## src/verilog/usb_term_pkg.sv

```systemverilog
package usb_term_pkg;
  localparam logic [7:0] FUNC_CTRL_OFS   = 8'h00;
  localparam logic [7:0] OTG_CTRL_OFS    = 8'h04;
  localparam logic [7:0] HS_COMP_OFS     = 8'h08;
  localparam logic [7:0] TX_DATA_OFS     = 8'h0c;
  localparam logic [7:0] STATUS_OFS      = 8'h10;
  // FUNC_CTRL fields
  localparam int XCVR_POS = 0;
  localparam int TERM_POS = 2;
  localparam int OPSEL_POS = 3;
  // OTG_CTRL fields
  localparam int PLUS_PD_POS = 0;
  localparam int MINUS_PD_POS = 1;
  // HS_COMP fields
  localparam int BOOST_POS = 0;
  localparam int SENSE_POS = 4;
  // STATUS fields
  localparam int ST_TERM_POS = 0;
  localparam int ST_LINE_POS = 5;
  localparam int ST_SQUELCH_POS = 7;
  localparam int ST_RXBYTE_POS = 8;
  localparam int ST_RXFULL_POS = 16;
  localparam int ST_TXBUSY_POS = 17;
  // Reset values: power-up termination setting
  localparam logic [1:0] XCVR_RST = 2'h1;
  localparam logic       TERM_RST = 1'h0;
  localparam logic [1:0] OPSEL_RST = 2'h0;
  localparam logic [1:0] PD_RST = 2'h3;
  localparam logic [2:0] BOOST_RST = 3'h0;
  localparam logic [2:0] SENSE_RST = 3'h0;
  // Settings encodings
  localparam logic [1:0] XCVR_HS = 2'h0;
  localparam logic [1:0] XCVR_FS = 2'h1;
  localparam logic [1:0] XCVR_LS = 2'h2;
  localparam logic [1:0] OP_NORMAL = 2'h0;
  localparam logic [1:0] OP_TRISTATE = 2'h1;
  localparam logic [1:0] OP_NODRIVE = 2'h2;
  // Termination vector {plusPu, minusPu, plusPd, minusPd, hsTerm}
  localparam logic [4:0] TERM_NONE = 5'h00;
  localparam logic [4:0] TERM_PD_BOTH = 5'h06;
  localparam logic [4:0] TERM_HOST_HS = 5'h07;
  localparam logic [4:0] TERM_PLUS_PU = 5'h10;
  localparam logic [4:0] TERM_MINUS_PU = 5'h08;
  localparam logic [4:0] TERM_HS_ONLY = 5'h01;
  localparam logic [4:0] TERM_MINUS_PD = 5'h02;
  localparam int STUFF_LIMIT = 6;
  typedef enum logic [2:0] {
    TX_IDLE  = 3'b001,
    TX_SHIFT = 3'b010,
    TX_STUFF = 3'b100
  } tx_state_t;
endpackage

```

## src/verilog/usb_term_ctrl.sv

```systemverilog
// Our own choices: register access over APB and the placing of the registers.
`timescale 1ns/1ps
module usb_term_ctrl (
  input  wire logic        clk,            // 100 MHz clock
  input  wire logic        rst,            // Synchronous reset, active high
  input  wire logic        psel,           // APB select
  input  wire logic        penable,        // APB enable
  input  wire logic        pwrite,         // APB direction
  input  wire logic [7:0]  paddr,          // APB byte address
  input  wire logic [31:0] pwdata,         // APB write data
  output logic      [31:0] prdata,         // APB read data
  output logic             pready,         // APB ready
  output logic             pslverr,        // APB error, unmapped address
  input  wire logic        resetNInput,    // Reset pin, active low
  input  wire logic        hsRxData,       // HS receiver serial data
  input  wire logic        hsSquelch,      // HS squelch, high when no signal
  input  wire logic        fsRxData,       // FS/LS differential receiver data
  input  wire logic        seRxPlus,       // Single-ended receiver, plus line
  input  wire logic        seRxMinus,      // Single-ended receiver, minus line
  output logic             plusPullupOn,   // 1.5k plus-line pull-up
  output logic             minusPullupOn,  // 1.5k minus-line pull-up
  output logic             plusPulldownOn, // 15k plus-line pulldown
  output logic             minusPulldownOn,// 15k minus-line pulldown
  output logic             hsTermOn,       // 45 ohm HS termination
  output logic             hsTxOe,         // HS transmitter enable
  output logic             fsTxOe,         // FS/LS transmitter enable
  output logic             txSerial,       // NRZI line level to transmitter
  output logic      [2:0]  driveBoost,     // HS amplitude adjust
  output logic      [2:0]  rxSensitivity   // HS squelch threshold lowering
);
  // Configuration registers
  logic [1:0] xcvr_r, xcvr_nxt;
  logic       term_r, term_nxt;
  logic [1:0] opSel_r, opSel_nxt;
  logic       plusPd_r, plusPd_nxt, minusPd_r, minusPd_nxt;
  logic [2:0] boost_r, boost_nxt, sense_r, sense_nxt;
  // Bus answer registers
  logic        pready_r, pready_nxt, pslverr_r, pslverr_nxt;
  logic [31:0] prdata_r, prdata_nxt;
  // Outputs
  logic [4:0] termOut_r, termOut_nxt;
  logic       hsTxOe_r, hsTxOe_nxt, fsTxOe_r, fsTxOe_nxt;
  logic [1:0] lineState_r, lineState_nxt;
  // Receive
  logic       rxPrev_r, rxPrev_nxt;
  logic [2:0] rxOnes_r, rxOnes_nxt;
  logic [2:0] rxCnt_r, rxCnt_nxt;
  logic [7:0] rxShift_r, rxShift_nxt, rxByte_r, rxByte_nxt;
  logic       rxFull_r, rxFull_nxt;
  // Transmit
  usb_term_pkg::tx_state_t txState_r, txState_nxt;
  logic [7:0] txShift_r, txShift_nxt;
  logic [3:0] txLeft_r, txLeft_nxt;
  logic [2:0] txOnes_r, txOnes_nxt;
  logic       txLevel_r, txLevel_nxt;

  logic [4:0]  termDec;
  logic        access, commit, wrCommit, rdCommit, mapped;
  logic        hsMode, driveOk, rxBit, rxTake, rxData;
  logic [31:0] rdValue;

  function automatic logic hitReg(input logic [7:0] addr, input logic [7:0] ofs);
    hitReg = (addr == ofs);
  endfunction

  usb_term_decode usb_term_decode_inst (
    .xcvrSel    (xcvr_r),
    .termSel    (term_r),
    .opSel      (opSel_r),
    .plusPdReq  (plusPd_r),
    .minusPdReq (minusPd_r),
    .termVec    (termDec)
  );

  // APB slave: one wait state, commit at the edge that sees pready
  always_comb begin
    access   = psel && penable;
    commit   = access && pready_r;
    wrCommit = commit && pwrite;
    rdCommit = commit && !pwrite;
    mapped   = hitReg(paddr, usb_term_pkg::FUNC_CTRL_OFS)
            || hitReg(paddr, usb_term_pkg::OTG_CTRL_OFS)
            || hitReg(paddr, usb_term_pkg::HS_COMP_OFS)
            || hitReg(paddr, usb_term_pkg::TX_DATA_OFS)
            || hitReg(paddr, usb_term_pkg::STATUS_OFS);
    rdValue = 32'h0;
    case (paddr)
      usb_term_pkg::FUNC_CTRL_OFS: begin
        rdValue[usb_term_pkg::XCVR_POS +: 2]  = xcvr_r;
        rdValue[usb_term_pkg::TERM_POS]       = term_r;
        rdValue[usb_term_pkg::OPSEL_POS +: 2] = opSel_r;
      end
      usb_term_pkg::OTG_CTRL_OFS: begin
        rdValue[usb_term_pkg::PLUS_PD_POS]  = plusPd_r;
        rdValue[usb_term_pkg::MINUS_PD_POS] = minusPd_r;
      end
      usb_term_pkg::HS_COMP_OFS: begin
        rdValue[usb_term_pkg::BOOST_POS +: 3] = boost_r;
        rdValue[usb_term_pkg::SENSE_POS +: 3] = sense_r;
      end
      usb_term_pkg::TX_DATA_OFS: begin
        rdValue[usb_term_pkg::ST_TXBUSY_POS] = (txState_r != usb_term_pkg::TX_IDLE);
      end
      usb_term_pkg::STATUS_OFS: begin
        rdValue[usb_term_pkg::ST_TERM_POS +: 5]   = termOut_r;
        rdValue[usb_term_pkg::ST_LINE_POS +: 2]   = lineState_r;
        rdValue[usb_term_pkg::ST_SQUELCH_POS]     = hsSquelch;
        rdValue[usb_term_pkg::ST_RXBYTE_POS +: 8] = rxByte_r;
        rdValue[usb_term_pkg::ST_RXFULL_POS]      = rxFull_r;
        rdValue[usb_term_pkg::ST_TXBUSY_POS]      = (txState_r != usb_term_pkg::TX_IDLE);
      end
      default: rdValue = 32'h0;
    endcase
    pready_nxt  = access && !pready_r;
    prdata_nxt  = (access && !pready_r && !pwrite) ? rdValue : 32'h0;
    pslverr_nxt = access && !pready_r && !mapped;
  end

  // Settings registers
  always_comb begin
    xcvr_nxt    = xcvr_r;
    term_nxt    = term_r;
    opSel_nxt   = opSel_r;
    plusPd_nxt  = plusPd_r;
    minusPd_nxt = minusPd_r;
    boost_nxt   = boost_r;
    sense_nxt   = sense_r;
    if (wrCommit && hitReg(paddr, usb_term_pkg::FUNC_CTRL_OFS)) begin
      xcvr_nxt  = pwdata[usb_term_pkg::XCVR_POS +: 2];
      term_nxt  = pwdata[usb_term_pkg::TERM_POS];
      opSel_nxt = pwdata[usb_term_pkg::OPSEL_POS +: 2];
    end
    if (wrCommit && hitReg(paddr, usb_term_pkg::OTG_CTRL_OFS)) begin
      plusPd_nxt  = pwdata[usb_term_pkg::PLUS_PD_POS];
      minusPd_nxt = pwdata[usb_term_pkg::MINUS_PD_POS];
    end
    if (wrCommit && hitReg(paddr, usb_term_pkg::HS_COMP_OFS)) begin
      boost_nxt = pwdata[usb_term_pkg::BOOST_POS +: 3];
      sense_nxt = pwdata[usb_term_pkg::SENSE_POS +: 3];
    end
  end

  // Kept apart so the transmit and output blocks form no loop
  always_comb begin
    hsMode  = (xcvr_r == usb_term_pkg::XCVR_HS);
    driveOk = resetNInput && (opSel_r != usb_term_pkg::OP_TRISTATE);
  end

  // Termination and line outputs
  always_comb begin
    termOut_nxt = resetNInput ? termDec : usb_term_pkg::TERM_NONE;
    hsTxOe_nxt  = driveOk && hsMode && (txState_nxt != usb_term_pkg::TX_IDLE);
    fsTxOe_nxt  = driveOk && !hsMode && (txState_nxt != usb_term_pkg::TX_IDLE);
    lineState_nxt = {seRxMinus, seRxPlus};
  end

  // Receive path: mux, squelch gate, NRZI decode, destuff
  always_comb begin
    rxBit = hsMode ? hsRxData : fsRxData;
    rxTake = hsMode ? !hsSquelch : 1'b1;
    rxData = (rxBit == rxPrev_r);
    rxPrev_nxt  = rxTake ? rxBit : rxPrev_r;
    rxOnes_nxt  = rxOnes_r;
    rxCnt_nxt   = rxCnt_r;
    rxShift_nxt = rxShift_r;
    rxByte_nxt  = rxByte_r;
    rxFull_nxt  = rxFull_r;
    if (rdCommit && hitReg(paddr, usb_term_pkg::STATUS_OFS)) begin
      rxFull_nxt = 1'b0;
    end
    if (rxTake) begin
      if (rxOnes_r == 3'(usb_term_pkg::STUFF_LIMIT) && !rxData) begin
        rxOnes_nxt = 3'h0;
      end else begin
        rxOnes_nxt  = rxData ? 3'(rxOnes_r + 3'h1) : 3'h0;
        rxShift_nxt = {rxData, rxShift_r[7:1]};
        rxCnt_nxt   = 3'(rxCnt_r + 3'h1);
        if (rxCnt_r == 3'h7) begin
          rxByte_nxt = {rxData, rxShift_r[7:1]};
          // Set wins over a same-cycle status read
          rxFull_nxt = 1'b1;
        end
      end
    end
  end

  // Transmit path
  always_comb begin
    txState_nxt = txState_r;
    txShift_nxt = txShift_r;
    txLeft_nxt  = txLeft_r;
    txOnes_nxt  = txOnes_r;
    txLevel_nxt = txLevel_r;
    case (txState_r)
      usb_term_pkg::TX_IDLE: begin
        txOnes_nxt = 3'h0;
        if (wrCommit && hitReg(paddr, usb_term_pkg::TX_DATA_OFS) && driveOk) begin
          txShift_nxt = pwdata[7:0];
          txLeft_nxt  = 4'h8;
          txState_nxt = usb_term_pkg::TX_SHIFT;
        end
      end
      usb_term_pkg::TX_SHIFT: begin
        txShift_nxt = {1'b0, txShift_r[7:1]};
        txLeft_nxt  = 4'(txLeft_r - 4'h1);
        if (txShift_r[0]) begin
          txOnes_nxt = 3'(txOnes_r + 3'h1);
        end else begin
          txOnes_nxt  = 3'h0;
          txLevel_nxt = !txLevel_r;
        end
        if (txShift_r[0] && txOnes_r == 3'(usb_term_pkg::STUFF_LIMIT - 1)) begin
          txState_nxt = usb_term_pkg::TX_STUFF;
        end else if (txLeft_r == 4'h1) begin
          txState_nxt = usb_term_pkg::TX_IDLE;
        end
      end
      usb_term_pkg::TX_STUFF: begin
        txOnes_nxt  = 3'h0;
        txLevel_nxt = !txLevel_r;
        txState_nxt = (txLeft_r == 4'h0) ? usb_term_pkg::TX_IDLE : usb_term_pkg::TX_SHIFT;
      end
      default: txState_nxt = usb_term_pkg::TX_IDLE;
    endcase
    // Dropping drive aborts a frame rather than leaving a stuck line
    if (!driveOk) begin
      txState_nxt = usb_term_pkg::TX_IDLE;
    end
  end

  always_ff @(posedge clk) begin
    if (rst) begin
      xcvr_r      <= usb_term_pkg::XCVR_RST;
      term_r      <= usb_term_pkg::TERM_RST;
      opSel_r     <= usb_term_pkg::OPSEL_RST;
      plusPd_r    <= usb_term_pkg::PD_RST[usb_term_pkg::PLUS_PD_POS];
      minusPd_r   <= usb_term_pkg::PD_RST[usb_term_pkg::MINUS_PD_POS];
      boost_r     <= usb_term_pkg::BOOST_RST;
      sense_r     <= usb_term_pkg::SENSE_RST;
      pready_r    <= 1'b0;
      pslverr_r   <= 1'b0;
      prdata_r    <= 32'h0;
      termOut_r   <= usb_term_pkg::TERM_NONE;
      hsTxOe_r    <= 1'b0;
      fsTxOe_r    <= 1'b0;
      lineState_r <= 2'h0;
      rxPrev_r    <= 1'b1;
      rxOnes_r    <= 3'h0;
      rxCnt_r     <= 3'h0;
      rxShift_r   <= 8'h00;
      rxByte_r    <= 8'h00;
      rxFull_r    <= 1'b0;
      txState_r   <= usb_term_pkg::TX_IDLE;
      txShift_r   <= 8'h00;
      txLeft_r    <= 4'h0;
      txOnes_r    <= 3'h0;
      txLevel_r   <= 1'b1;
    end else begin
      xcvr_r      <= xcvr_nxt;
      term_r      <= term_nxt;
      opSel_r     <= opSel_nxt;
      plusPd_r    <= plusPd_nxt;
      minusPd_r   <= minusPd_nxt;
      boost_r     <= boost_nxt;
      sense_r     <= sense_nxt;
      pready_r    <= pready_nxt;
      pslverr_r   <= pslverr_nxt;
      prdata_r    <= prdata_nxt;
      termOut_r   <= termOut_nxt;
      hsTxOe_r    <= hsTxOe_nxt;
      fsTxOe_r    <= fsTxOe_nxt;
      lineState_r <= lineState_nxt;
      rxPrev_r    <= rxPrev_nxt;
      rxOnes_r    <= rxOnes_nxt;
      rxCnt_r     <= rxCnt_nxt;
      rxShift_r   <= rxShift_nxt;
      rxByte_r    <= rxByte_nxt;
      rxFull_r    <= rxFull_nxt;
      txState_r   <= txState_nxt;
      txShift_r   <= txShift_nxt;
      txLeft_r    <= txLeft_nxt;
      txOnes_r    <= txOnes_nxt;
      txLevel_r   <= txLevel_nxt;
    end
  end

  assign prdata          = prdata_r;
  assign pready          = pready_r;
  assign pslverr         = pslverr_r;
  assign plusPullupOn    = termOut_r[4];
  assign minusPullupOn   = termOut_r[3];
  assign plusPulldownOn  = termOut_r[2];
  assign minusPulldownOn = termOut_r[1];
  assign hsTermOn        = termOut_r[0];
  assign hsTxOe          = hsTxOe_r;
  assign fsTxOe          = fsTxOe_r;
  assign txSerial        = txLevel_r;
  assign driveBoost      = boost_r;
  assign rxSensitivity   = sense_r;
endmodule

```

## src/verilog/usb_term_decode.sv

```systemverilog
`timescale 1ns/1ps
module usb_term_decode (
  input  wire logic [1:0] xcvrSel,   // Transceiver speed select
  input  wire logic       termSel,   // Termination choice
  input  wire logic [1:0] opSel,     // Operating select
  input  wire logic       plusPdReq, // Plus-line pulldown request
  input  wire logic       minusPdReq,// Minus-line pulldown request
  output logic      [4:0] termVec    // {plusPu, minusPu, plusPd, minusPd, hsTerm}
);
  logic opRun;
  always_comb begin
    opRun = (opSel == usb_term_pkg::OP_NORMAL) || (opSel == usb_term_pkg::OP_NODRIVE);
    termVec = usb_term_pkg::TERM_PD_BOTH;
    if (opSel == usb_term_pkg::OP_TRISTATE) begin
      termVec = usb_term_pkg::TERM_NONE;
    end else if (plusPdReq && minusPdReq) begin
      termVec = usb_term_pkg::TERM_PD_BOTH;
      if (xcvrSel == usb_term_pkg::XCVR_HS && !termSel && opRun) begin
        termVec = usb_term_pkg::TERM_HOST_HS;
      end
      // power-up gives pulldowns, already the host default
    end else if (!plusPdReq) begin
      if (termSel && opRun && xcvrSel == usb_term_pkg::XCVR_HS
          && opSel == usb_term_pkg::OP_NODRIVE) begin
        termVec = usb_term_pkg::TERM_PLUS_PU;
      end else if (termSel && opRun && xcvrSel == usb_term_pkg::XCVR_FS) begin
        termVec = usb_term_pkg::TERM_PLUS_PU;
      end else if (termSel && opRun && xcvrSel == usb_term_pkg::XCVR_LS && !minusPdReq) begin
        termVec = usb_term_pkg::TERM_MINUS_PU;
      end else if (!termSel && opRun && xcvrSel == usb_term_pkg::XCVR_HS) begin
        termVec = usb_term_pkg::TERM_HS_ONLY;
      end else if (!termSel && minusPdReq && xcvrSel == usb_term_pkg::XCVR_FS
                   && opSel == usb_term_pkg::OP_NORMAL) begin
        termVec = usb_term_pkg::TERM_NONE;
      end
      if (minusPdReq && termVec != usb_term_pkg::TERM_PD_BOTH) begin
        termVec = termVec | usb_term_pkg::TERM_MINUS_PD;
      end
    end
  end
endmodule

```

## config.mk

```make
export PLATFORM = sky130hd
export DESIGN_NAME = usb_term_ctrl
export DESIGN_NICKNAME = d
export VERILOG_FILES = /design/src/verilog/usb_term_pkg.sv /design/src/verilog/usb_term_ctrl.sv /design/src/verilog/usb_term_decode.sv
export SDC_FILE = /design/constraint.sdc
export NUM_CORES = 1
export LEC_CHECK = 0
export ABC_CLOCK_PERIOD_IN_PS = 3100
export BUFFER_PORTS_ARGS = -buffer_cell sky130_fd_sc_hd__clkbuf_2
export CORE_MARGIN = 2
export CORE_UTILIZATION = 45
export CTS_CLUSTER_DIAMETER = 50
export DETAILED_ROUTE_END_ITERATION = 12
export PLACE_DENSITY = 0.68
export SKIP_LAST_GASP = 1
export SLEW_MARGIN = 5
export SYNTH_ARGS = -nofsm -noshare
export SYNTH_HDL_FRONTEND = slang
export SYNTH_HIERARCHICAL = 1
export SYNTH_SLANG_ARGS = --single-unit
```

## constraint.sdc

```tcl
create_clock -name clk -period 3.1 [get_ports clk]
set_input_delay 0.93 -clock clk [delete_from_list [all_inputs] [get_ports clk]]
set_output_delay 0.93 -clock clk [all_outputs]
set_load 0.01 [all_outputs]
```

==> impl_metrics.ini <==
[synth]
synthFlopType = dfxtp_1
synth_area_sq_mm = 0.00387
synth-seq-cells = 84
synth_edf_count = 0
synth_area_leaders = dfxtp_1 43%, mux2i_1 4.9%, nor2_1 3.3%, ha_1 2.9%, nand2b_1 2.9%
async_reset_ff_frac = 0
ys_warn_count = 6
avgSynthCellArea_sq_um = 9.26
yosys.area.top_type = dfxtp_1
yosysTopAreaCellShare = 0.435
netlist_instances = 418
yosysUniqueCellTypes = 59
ys_seq_area_frac = 0.435

[critical_path]
crit_chain = clkbuf_2, or4_4, or4_4, mux2i_1, nor2_1
crit_path_end_kind = register
critPathTopFamily = simple AND/OR/NAND/NOR gates
crit_path_max_incr_delay_ps = 590
cpMaxStageDelayCell = or4_4
crit_type = input port to register
cp_common_cell = or4_4
startpoint_type = input port
path_max_fanout = 6
cp_num_buf_inv = 1
cp.arrival_ps = 2470
required_ps = 3340

[sta]
worst_pin_slew_ps = 928
fin_crit_sh = 0.722
slew_viol_final = 0
final-setup-viol-count = 0
slew_headroom = 0.380
fin_ws_ps = 862
timing.fmax_ghz = 0.447
rsz0062_at_grt = no
period_needed_ps = 2240
finalHoldViolations = 0
fin_worst_skew_ps = 11.1
fin_tns_setup_ps = 0

[placement]
hpwlAfterDp_mm = 6.03
placed_area_sq_mm = 0.00419
io_buffers = 60
place_ws_ps = 485
place.gp.congestion = 0.764

[grt]
gr-total-overflow = 0
antenna_found_initial = 0
grt_pass1_vias = 2881
grt_max_degree = 65
grt_pass1_wl_mm = 14.3
track_usage = 0.184

[clock_tree]
post-cts-setup-buffers = 0
ctsResizeCount = 0
cts_buffers = 9
ctsHoldBuffers = 0
cts-root-buf = clkbuf_8
cts_tree = yes
cts_max_level = 3
clkTransAtPathRegs_ps = 90
clockBufferDepth = 2
clk_latency_ps = 370
clock_sinks = 84

[floorplanning]
die_h_microns = 96.7
rows = 33
coreArea_sq_mm = 0.00826
ios = 99
dieArea_sq_mm = 0.00935
start_util = 0.468
die_w_microns = 96.7

[route]
drt-total-wl_mm = 8.56
antenna_left = 0
drt_iter0_markers = 182
drcViolationCount = 0
vias = 3177
detail_route.wl_per_cell_microns = 14.8
drtPass1Iterations = 5
post_drt_via_cell_ratio = 5.49

[cells_and_area]
insertedDiodeCount = 0
drive_above_1_share = 0.198
finalNetCount = 529
fill_cells = 778
syn_to_final_growth_pct = 13.6
final_area_sq_mm = 0.00440

[power]
ir_drop_mv = 0.182
powerDensity_mw_per_mm2 = 469
p_leak_nw = 1.78

[outcome]
status = completed

[flow_run]
drv_cap = 0

[hold_path]
hold_class = register to register
[routing by layer]
| layer | up-vias | GRT usage | routed length, microns |
|---|---|---|---|
| li1 | 1601 | - | - |
| met1 | 1484 | 0.257 | 4250 |
| met2 | 84 | 0.280 | 3810 |
| met3 | 8 | 0.0506 | 425 |
| met4 | 0 | 0.0488 | 69 |
| met5 | - | 0 | 0 |
[cells by family after synthesis]
group,Yosys count,synth area share
AO/OA/AOI/OAI,80,0.143
XOR/XNOR,5,0.0113
adder cells (fa/ha/maj),10,0.0317
buffers and inverters,47,0.0618
flip-flops,84,0.435
multiplexers,24,0.0637
other,1,0.000969
AND/OR/NAND/NOR,167,0.253
[worst reg2reg max path: cells and delay by family (launching register included)]
kind,cells,cell delay (ps)
AOI/OAI and AO/OA,3,1050
DFF,1,670
and+or+nand+nor,1,210
[cells in the mapped netlist, drive strengths merged (2+ instances only)]
cell type,count
a2111oi,2
a211o,4
a211oi,4
a21boi,2
a21oi,19
a22o,2
a22oi,2
a2bb2oi,2
a311oi,8
a32oi,4
and2,7
and3,14
and4,3
buf,17
clkbuf,22
dfxtp,84
ha,9
inv,8
mux2,5
mux2i,19
nand2,7
nand2b,18
nand3,16
nand4,11
nor2,34
nor2b,10
nor3,20
nor3b,6
nor4,8
o21a,2
o21ai,13
o2bb2ai,3
o31ai,9
or3,2
or3b,3
or4,2
xnor2,2
xor2,3
[flip-flops by register name, indices dropped and copies added (netlist names), 2 cells and up]
register	flops
driveBoost	3
lineState_r	2
opSel_r	2
prdata	18
rxByte_r	8
rxCnt_r	3
rxOnes_r	3
rxSensitivity	3
rxShift_r	7
termOut_r	5
txLeft_r	4
txOnes_r	3
txShift_r	8
txState_r	3
xcvr_r	2
[cell type report]
cell class	instances	area, sq um	share of cell area
multi-input combinational	300	2000	0.454
clock buffer	9	124	0.0282
tap	105	131	0.0299
timing repair buffer	66	345	0.0785
sequential	84	1680	0.382
inverter	8	30.0	0.00683
clock inverter	7	87.6	0.0199
[layout by cell type, fill, tap and decap left out, types with 3 or more instances in the layout]
master,n
a211o_1,4
clkbuf_8,9
nor3b_1,5
nand2_1,7
nor4_1,6
conb_1,14
nand3_1,16
inv_6,3
a21oi_1,19
a311oi_1,8
dfxtp_1,84
nor2b_1,10
nor2_1,34
nand2b_1,18
clkbuf_2,60
and4_1,3
and2_1,7
buf_4,6
o21ai_0,11
o31ai_1,9
nor3_1,19
a211oi_1,4
a32oi_1,4
o2bb2ai_1,3
inv_1,8
mux2i_1,19
ha_1,9
nand4_1,11
mux2_2,5
and3_1,14
xor2_1,3
[report_power, final]
part / switching [mW] / internal, mW / leakage, nW
sequential: 0.00909 / 1.09 / 0.680
combinational: 0.0769 / 0.0458 / 0.987
clock: 0.444 / 0.394 / 0.109
[path summary, 6_finish.rpt]
kind                                     start             to  slack, ps  depth (start not counted)
worst max-delay path                  paddr[1]  driveBoost[2]        860                          5
worst min-delay path            lineState_r[1]      prdata[6]        460                          1
worst max register to register       xcvr_r[0]   rxShift_r[5]       1090                          4
worst min register to register  lineState_r[1]      prdata[6]        460                          1
[per-stage QoR]
step / hold slack (ps) / total power, mW / util / instances
finish: 464 / 2.06 / 0.532 / 579
CTS: 466 / 2.07 / 0.532 / 579
global placement: 423 / 1.24 / 0.507 / 563
global route: 491 / 2.15 / 0.532 / 579
floorplan: 420 / 1.21 / - / 431
detailed placement: 441 / 1.25 / 0.507 / 563
No activity file was read; power rests on OpenSTA's default activity.
